<file path="config.mk">
export PLATFORM = sky130hd
export DESIGN_NAME = dea_ctrl
export DESIGN_NICKNAME = d
export VERILOG_FILES = /design/src/dea_pkg.sv /design/src/dea_ctrl.sv
export VERILOG_INCLUDE_DIRS = /design/src
export SDC_FILE = /design/constraint.sdc
export NUM_CORES = 1
export LEC_CHECK = 0
export BUFFER_PORTS_ARGS = -buffer_cell sky130_fd_sc_hd__buf_2
export CAP_MARGIN = 15
export CORE_ASPECT_RATIO = 0.6
export CORE_MARGIN = 2
export CORE_UTILIZATION = 60
export CTS_CLUSTER_SIZE = 10
export DETAILED_ROUTE_END_ITERATION = 8
export PLACE_DENSITY = 0.81
export SLEW_MARGIN = 20
export SYNTH_ARGS = -nofsm -noshare
export SYNTH_HDL_FRONTEND = slang
export SYNTH_SLANG_ARGS = --single-unit
</file>
<file path="constraint.sdc">
create_clock -name mclk -period 6.58 [get_ports mclk]
set_clock_uncertainty 0.2 [all_clocks]
set_input_delay 0.987 -clock mclk [delete_from_list [all_inputs] [get_ports mclk]]
set_output_delay 0.987 -clock mclk [all_outputs]
set_load 0.02 [all_outputs]
</file>
<file path="src/dea_map.svh">
`ifndef DEA_MAP_SVH
`define DEA_MAP_SVH

// ==========================================
// Direct special function register offsets, sector 0
`define DEA_OFS_ADDRESS 8'h0_0A0
`define DEA_OFS_DATA 8'h0_0A1
`define DEA_OFS_PTR1_LOW 8'h0_0A2
`define DEA_OFS_PTR1_HIGH 8'h0_0A3
`define DEA_OFS_PTR2_LOW 8'h0_0A4
`define DEA_OFS_PTR2_HIGH 8'h0_0A5
`define DEA_OFS_PORT1 8'h0_0A6
`define DEA_OFS_PORT2 8'h0_0A7
`define DEA_OFS_IRQ_CTRL 8'h0_0A8

// ==========================================
// Control register, reachable only through a pointer
`define DEA_CTL_PTR_LOW 8'h0_040
`define DEA_CTL_PTR_HIGH 8'h0_001

// ==========================================
// Field positions
`define DEA_BIT_RD_LAUNCH 0
`define DEA_BIT_RD_PERMIT 1
`define DEA_BIT_WR_LAUNCH 2
`define DEA_BIT_WR_PERMIT 3
`define DEA_BIT_GIE 0
`define DEA_BIT_NIE 1
`define DEA_BIT_NIF 2
`define DEA_ADDR_W 6
`define DEA_DATA_W 8

// ==========================================
// Reset values
`define DEA_RST_ADDRESS 6'h0_000
`define DEA_RST_DATA 8'h0_000
`define DEA_RST_PTR 8'h0_000

`endif

</file>
<file path="src/dea_pkg.sv">
package dea_pkg;

	typedef enum logic [1:0] {
		DEA_IDLE = 2'b00,
		DEA_WRITING = 2'b01,
		DEA_READING = 2'b10
	} dea_phase_t;

	typedef struct packed {
		logic sel;
		logic wr;
		logic rd;
		logic [7:0] addr;
		logic [7:0] wdata;
	} dea_sfr_req_t;

	typedef struct packed {
		logic [5:0] addr;
		logic [7:0] wdata;
		logic wr_start;
		logic rd_start;
	} dea_arr_req_t;

	typedef struct packed {
		logic [7:0] rdata;
		logic wr_done;
		logic rd_done;
	} dea_arr_rsp_t;

	typedef struct packed {
		dea_phase_t phase;
		logic [5:0] nvm_address;
		logic [7:0] nvm_data;
		logic write_permit;
		logic wr_launch;
		logic read_permit;
		logic rd_launch;
		logic [7:0] pointer1_low;
		logic [7:0] pointer1_high;
		logic [7:0] pointer2_low;
		logic [7:0] pointer2_high;
		logic global_irq_enable;
		logic nvm_irq_enable;
		logic nvm_irq_flag;
		logic [7:0] sfr_rdata;
		logic wr_start;
		logic rd_start;
		logic vector_req;
	} dea_state_t;

endpackage

</file>
<file path="src/dea_ctrl.sv">
// Summary of operation
// - Sixty-four byte store, addresses 0 to 63, one byte per access.
// - Store reached only via address, data and one control register.
// - Control sits at 40H of sector one, only via pointer and port.
// - Address register six bits, resets zero, upper two bits read zero.
// - Data register eight bits, resets zero, carries write and read data.
// - Write-permit bit 3 allows writes; cleared means no write cycle.
// - Write-launch bit 2 starts only with permit; hardware clears at end.
// - Read-permit bit 1 allows reads; cleared means reads inhibited.
// - Read-launch bit 0 starts only with permit; hardware clears at end.
// - After a read the data register holds the byte until next operation.
// - Write cycle timed by array timer; completion after variable clocks.
// - Reset clears write-permit and both pointer high bytes.
// - End of write sets the interrupt flag regardless of enables; enable bits gate the vector.
// - Vector only with global and local enables set and stack not full.
// - Servicing the interrupt clears the flag automatically.
`include "dea_map.svh"
`timescale 1ns/100ps
`default_nettype none

module dea_ctrl (
	// Clock and reset
	input wire logic mclk,
	input wire logic reset,
	// Core register port
	input wire dea_pkg::dea_sfr_req_t sfr_req,
	output logic [7:0] sfr_rdata,
	// Interrupt handshake with core
	input wire logic stack_full,
	input wire logic irq_ack,
	output logic vector_req,
	// Non-volatile array
	output dea_pkg::dea_arr_req_t arr_req,
	input wire dea_pkg::dea_arr_rsp_t arr_rsp
);
	import dea_pkg::*;

	// ==========================================
	// Decode
	// Resolves a direct offset to a 16-bit target; ports follow their pointer
	function automatic logic [15:0] target_of(input logic [7:0] ofs, input dea_state_t s);
		logic [15:0] t;
		t = {8'h0_000, ofs};
		if (ofs == `DEA_OFS_PORT1) begin
			t = {s.pointer1_high, s.pointer1_low};
		end else if (ofs == `DEA_OFS_PORT2) begin
			t = {s.pointer2_high, s.pointer2_low};
		end
		return t;
	endfunction

	localparam logic [15:0] CTL_TARGET = {`DEA_CTL_PTR_HIGH, `DEA_CTL_PTR_LOW};

	dea_state_t st_reg;
	dea_state_t st_next;
	logic [15:0] tgt;
	logic busy;
	logic wr_go;
	logic rd_go;
	logic wr_end;
	logic rd_end;

	assign tgt = target_of(sfr_req.addr, st_reg);
	assign busy = (st_reg.phase != DEA_IDLE);
	assign wr_end = (st_reg.phase == DEA_WRITING) && arr_rsp.wr_done;
	assign rd_end = (st_reg.phase == DEA_READING) && arr_rsp.rd_done;

	// ==========================================
	// Next state
	always_comb begin
		st_next = st_reg;
		st_next.wr_start = 1'b0;
		st_next.rd_start = 1'b0;
		wr_go = 1'b0;
		rd_go = 1'b0;

		// Register writes
		if (sfr_req.sel && sfr_req.wr) begin
			case (tgt)
				{8'h0_000, `DEA_OFS_ADDRESS}: begin
					if (!busy) begin
						st_next.nvm_address = sfr_req.wdata[5:0];
					end
				end
				{8'h0_000, `DEA_OFS_DATA}: begin
					if (!busy) begin
						st_next.nvm_data = sfr_req.wdata;
					end
				end
				{8'h0_000, `DEA_OFS_PTR1_LOW}: st_next.pointer1_low = sfr_req.wdata;
				{8'h0_000, `DEA_OFS_PTR1_HIGH}: st_next.pointer1_high = sfr_req.wdata;
				{8'h0_000, `DEA_OFS_PTR2_LOW}: st_next.pointer2_low = sfr_req.wdata;
				{8'h0_000, `DEA_OFS_PTR2_HIGH}: st_next.pointer2_high = sfr_req.wdata;
				{8'h0_000, `DEA_OFS_IRQ_CTRL}: begin
					st_next.global_irq_enable = sfr_req.wdata[`DEA_BIT_GIE];
					st_next.nvm_irq_enable = sfr_req.wdata[`DEA_BIT_NIE];
					st_next.nvm_irq_flag = sfr_req.wdata[`DEA_BIT_NIF];
				end
				CTL_TARGET: begin
					st_next.write_permit = sfr_req.wdata[`DEA_BIT_WR_PERMIT];
					st_next.read_permit = sfr_req.wdata[`DEA_BIT_RD_PERMIT];
					// Permit must already be set; a launch in the same write is lost
					if (!busy) begin
						wr_go = sfr_req.wdata[`DEA_BIT_WR_LAUNCH] && st_reg.write_permit;
						// Write wins if software breaks the one-launch limit
						rd_go = sfr_req.wdata[`DEA_BIT_RD_LAUNCH] && st_reg.read_permit
							&& !wr_go;
					end
				end
				default: begin
				end
			endcase
		end

		// Cycle sequencing
		case (st_reg.phase)
			DEA_IDLE: begin
				if (wr_go) begin
					st_next.phase = DEA_WRITING;
					st_next.wr_launch = 1'b1;
					st_next.wr_start = 1'b1;
				end else if (rd_go) begin
					st_next.phase = DEA_READING;
					st_next.rd_launch = 1'b1;
					st_next.rd_start = 1'b1;
				end
			end
			DEA_WRITING: begin
				// Array timer is free running; wait as long as it takes
				if (arr_rsp.wr_done) begin
					st_next.phase = DEA_IDLE;
					st_next.wr_launch = 1'b0;
				end
			end
			DEA_READING: begin
				if (arr_rsp.rd_done) begin
					st_next.phase = DEA_IDLE;
					st_next.rd_launch = 1'b0;
					st_next.nvm_data = arr_rsp.rdata;
				end
			end
			default: begin
				st_next.phase = DEA_IDLE;
				st_next.wr_launch = 1'b0;
				st_next.rd_launch = 1'b0;
			end
		endcase

		// Flag: end of write beats a clear in the same cycle
		if (irq_ack) begin
			st_next.nvm_irq_flag = 1'b0;
		end
		if (wr_end) begin
			st_next.nvm_irq_flag = 1'b1;
		end
		st_next.vector_req = st_reg.global_irq_enable && st_reg.nvm_irq_enable
			&& st_reg.nvm_irq_flag && !stack_full && !irq_ack;

		// Registered read data; unmapped targets answer zero
		st_next.sfr_rdata = 8'h0_000;
		if (sfr_req.sel && sfr_req.rd) begin
			case (tgt)
				{8'h0_000, `DEA_OFS_ADDRESS}: st_next.sfr_rdata = {2'b00, st_reg.nvm_address};
				{8'h0_000, `DEA_OFS_DATA}: st_next.sfr_rdata = st_reg.nvm_data;
				{8'h0_000, `DEA_OFS_PTR1_LOW}: st_next.sfr_rdata = st_reg.pointer1_low;
				{8'h0_000, `DEA_OFS_PTR1_HIGH}: st_next.sfr_rdata = st_reg.pointer1_high;
				{8'h0_000, `DEA_OFS_PTR2_LOW}: st_next.sfr_rdata = st_reg.pointer2_low;
				{8'h0_000, `DEA_OFS_PTR2_HIGH}: st_next.sfr_rdata = st_reg.pointer2_high;
				{8'h0_000, `DEA_OFS_IRQ_CTRL}: begin
					st_next.sfr_rdata = {5'b00000, st_reg.nvm_irq_flag,
						st_reg.nvm_irq_enable, st_reg.global_irq_enable};
				end
				CTL_TARGET: begin
					st_next.sfr_rdata = {4'h0, st_reg.write_permit, st_reg.wr_launch,
						st_reg.read_permit, st_reg.rd_launch};
				end
				default: st_next.sfr_rdata = 8'h0_000;
			endcase
		end
	end

	// ==========================================
	// State register
	always_ff @(posedge mclk) begin
		if (reset) begin
			st_reg <= '0;
			st_reg.phase <= DEA_IDLE;
			st_reg.nvm_address <= `DEA_RST_ADDRESS;
			st_reg.nvm_data <= `DEA_RST_DATA;
			st_reg.pointer1_high <= `DEA_RST_PTR;
			st_reg.pointer2_high <= `DEA_RST_PTR;
		end else begin
			st_reg <= st_next;
		end
	end

	// ==========================================
	// Outputs, all straight from flip-flops
	assign sfr_rdata = st_reg.sfr_rdata;
	assign vector_req = st_reg.vector_req;
	assign arr_req.addr = st_reg.nvm_address;
	assign arr_req.wdata = st_reg.nvm_data;
	assign arr_req.wr_start = st_reg.wr_start;
	assign arr_req.rd_start = st_reg.rd_start;
endmodule

`default_nettype wire

</file>
==> out/qor.txt <==
outcome - finished, final reports clean
post-DP HPWL - 6970 um
flip-flop count of the largest register after layout - 41
most frequent cells in the layout - 66 x dfxtp_1, 63 x mux2i_1, 57 x buf_2, 43 x nor2_1, 29 x nand2b_1
slowest CP cell - o31ai_2
worst path cell trace - buf_2, nand4bb_1, o41ai_2, nand2_1, and3_1, and3_1, o31ai_2, a31oi_1
CP dominant cell by count - and3_1
fin nets - 462
Post-Place Setup Slack - 1.87 ns
number of diodes - 0
Boundary Pins - 58
final wirelength - 9270 um
worst stage delay on the critical path - 0.66 ns
global-route wire length before repair - 15,000 um
mean post-synth cell area - 9.12 um2
die area - 6770 um2
Final min period - 4.23 ns
Worst-Margin Slew - 1.10 ns
commonest register cell after synthesis - dfxtp_1
Port Buffers - 57
Worst Setup Slack, final - 2.35 ns
Netlist Area Pre-Place - 3660 um2
fin crit share - 0.642
initial DRC count - 322
Remaining DRCs - 0
total power density per cell area - 216 nW/um2
critical path data required time - 6.57 ns
Synth Net Count - 435
core box area - 5730 um2
footprint of the multi-input gates - 2070 um2
final hold violation count - 0
final setup fails - 0
GRT Total Usage - 0.285
via count - 3,191
antenna violations before repair - 0
placed instance count - 498
Ys Warns - 0
Clock Sink Count - 66
site row count - 21
Syn Inst Count - 402
CP max FO - 12
most common cell after layout, fill and taps aside - dfxtp_1
clk root buf - clkbuf_8
total of max-cap violations - 0
CP Launch Type - input pin
CTS Hold Bufs - 0
post-synthesis sequential area ratio - 0.361
synthesis-to-finish area growth - 10.2%
worst hold path type - reg -> reg
Worst-path clk slew - 0.07 ns
DIE HEIGHT - 64.5 um
Avg Vias per Cell - 6.21
postcts setup bufs - 0
Die Wd - 105 um
routability congestion estimate - 0.995
total CTS buffers - 9
post-synth cell types - 57
remaining antenna violation count - 0
Max transition margin - 0.259
Fin Setup TNS - 0 ns
Pleak - 0.00170 uW
post-route insts no fill - 514
Max IR drop VDD - 0.159 mV
clock tree buffer depth - 2
largest net degree at the start of global routing - 62
#FFs+latches synth - 66
final slew viol count - 0
RSZ-0062 raised after global routing - false
Final Util - 0.705
Post-CTS Resized - 0
CP endpoint kind - register
fmax - 237 MHz
layout cells sized above 1 - 0.203
vias in the first global route - 2,936
EDFF count, synth - 0
WS Path Type - in -> reg
worst skew pair latency - 0.34 ns
CTS tree - built
DR pass1 iterations - 5
fill cell total of the finished layout - 488
initial core utilization - 0.640
WL per Instance - 18.0 um
Async SR Flop Fraction - 0
H-tree depth - 3
gr ovfl total - 0
arrival time at the worst endpoint - 4.21 ns
Reg area - 1320 um2
-- stage by stage --
stage	hold slack (ns)	instance area [um2]	total power, uW
3_3_place_gp	0.240	3790	468
4_1_cts	0.262	4030	877
2_1_floorplan	0.232	3660	446
5_1_grt	0.270	4040	903
6_report	0.265	4040	874
3_5_place_dp	0.249	3790	469
-- critical path, delay by kind of cell --
kind,cells,cell delay [ns]
and+or+nand+nor,4,1.67
AOI/OAI and AO/OA,3,1.41
buffers and inverters,1,0.14
-- cells in the mapped netlist (2+ instances only) --
cell type	n	area, um2
a21oi_1	13	65.1
a22o_1	3	26.3
a22oi_1	10	75.1
a31oi_1	6	37.5
a41o_1	2	20.0
and3_1	3	18.8
and4_1	2	17.5
and4b_1	2	20.0
buf_2	4	20.0
buf_4	25	188
buf_6	2	22.5
clkbuf_1	10	37.5
dfxtp_1	66	1320
inv_1	5	18.8
mux2_2	4	45.0
mux2i_1	63	631
nand2_1	27	101
nand2b_1	29	181
nand3_1	5	25.0
nand4_1	5	31.3
nand4b_1	2	17.5
nor2_1	43	161
nor2b_1	3	18.8
nor3_1	9	45.0
nor4_1	4	25.0
nor4_4	2	42.5
nor4b_1	2	17.5
nor4bb_1	2	20.0
o21ai_0	15	75.1
o2bb2ai_1	4	35.0
o31ai_1	2	15.0
o32ai_1	2	17.5
o41ai_2	2	32.5
-- kinds of logic after synthesis --
family | share of synthesized area
multiplexers | 0.184
AO/OA/AOI/OAI | 0.140
buffers and inverters | 0.0782
AND/OR/NAND/NOR | 0.237
flip-flops | 0.361
-- worst paths after layout --
kind                           startpoint                       to  slack (ns)  depth (start not counted)
setup / recovery              sfr_req[14]  sfr_rdata[3]$_SDFF_PP0_        2.35                          8
hold / removal    st_reg[48]$_SDFFE_PP0P_  st_reg[48]$_SDFFE_PP0P_        0.27                          2
setup reg to reg  st_reg[39]$_SDFFE_PP0P_  st_reg[29]$_SDFFE_PP0P_        3.29                          7
hold reg to reg   st_reg[48]$_SDFFE_PP0P_  st_reg[48]$_SDFFE_PP0P_        0.27                          2
-- final cells by class --
type                            instances  share of cell area
Multi-Input combinational cell        290               0.513
Sequential cell                        66               0.327
Timing Repair Buffer                   57              0.0706
Clock buffer                           10              0.0316
Clock inverter                          6              0.0285
Tap cell                               80              0.0248
Inverter                                5             0.00465
-- routing by layer --
metal | GRT usage | routed length [um] | part of all wire | vias up
met3 | 0.0765 | 786 | 0.085 | 16
li1 | - | - | - | 1498
met2 | 0.430 | 4050 | 0.44 | 142
met1 | 0.392 | 4320 | 0.47 | 1535
met5 | 0 | 0 | 0 | -
met4 | 0.107 | 122 | 0.013 | 0
-- power by group --
part	internal (uW)	total, uW	switching [uW]	leakage (uW)
Sequential	399	399	0.107	0.000531
Clock	253	413	160	0.000117
Combinational	21.4	62.0	40.6	0.00105
Total	674	874	201	0.00170
No activity file was read; power rests on OpenSTA's default activity.
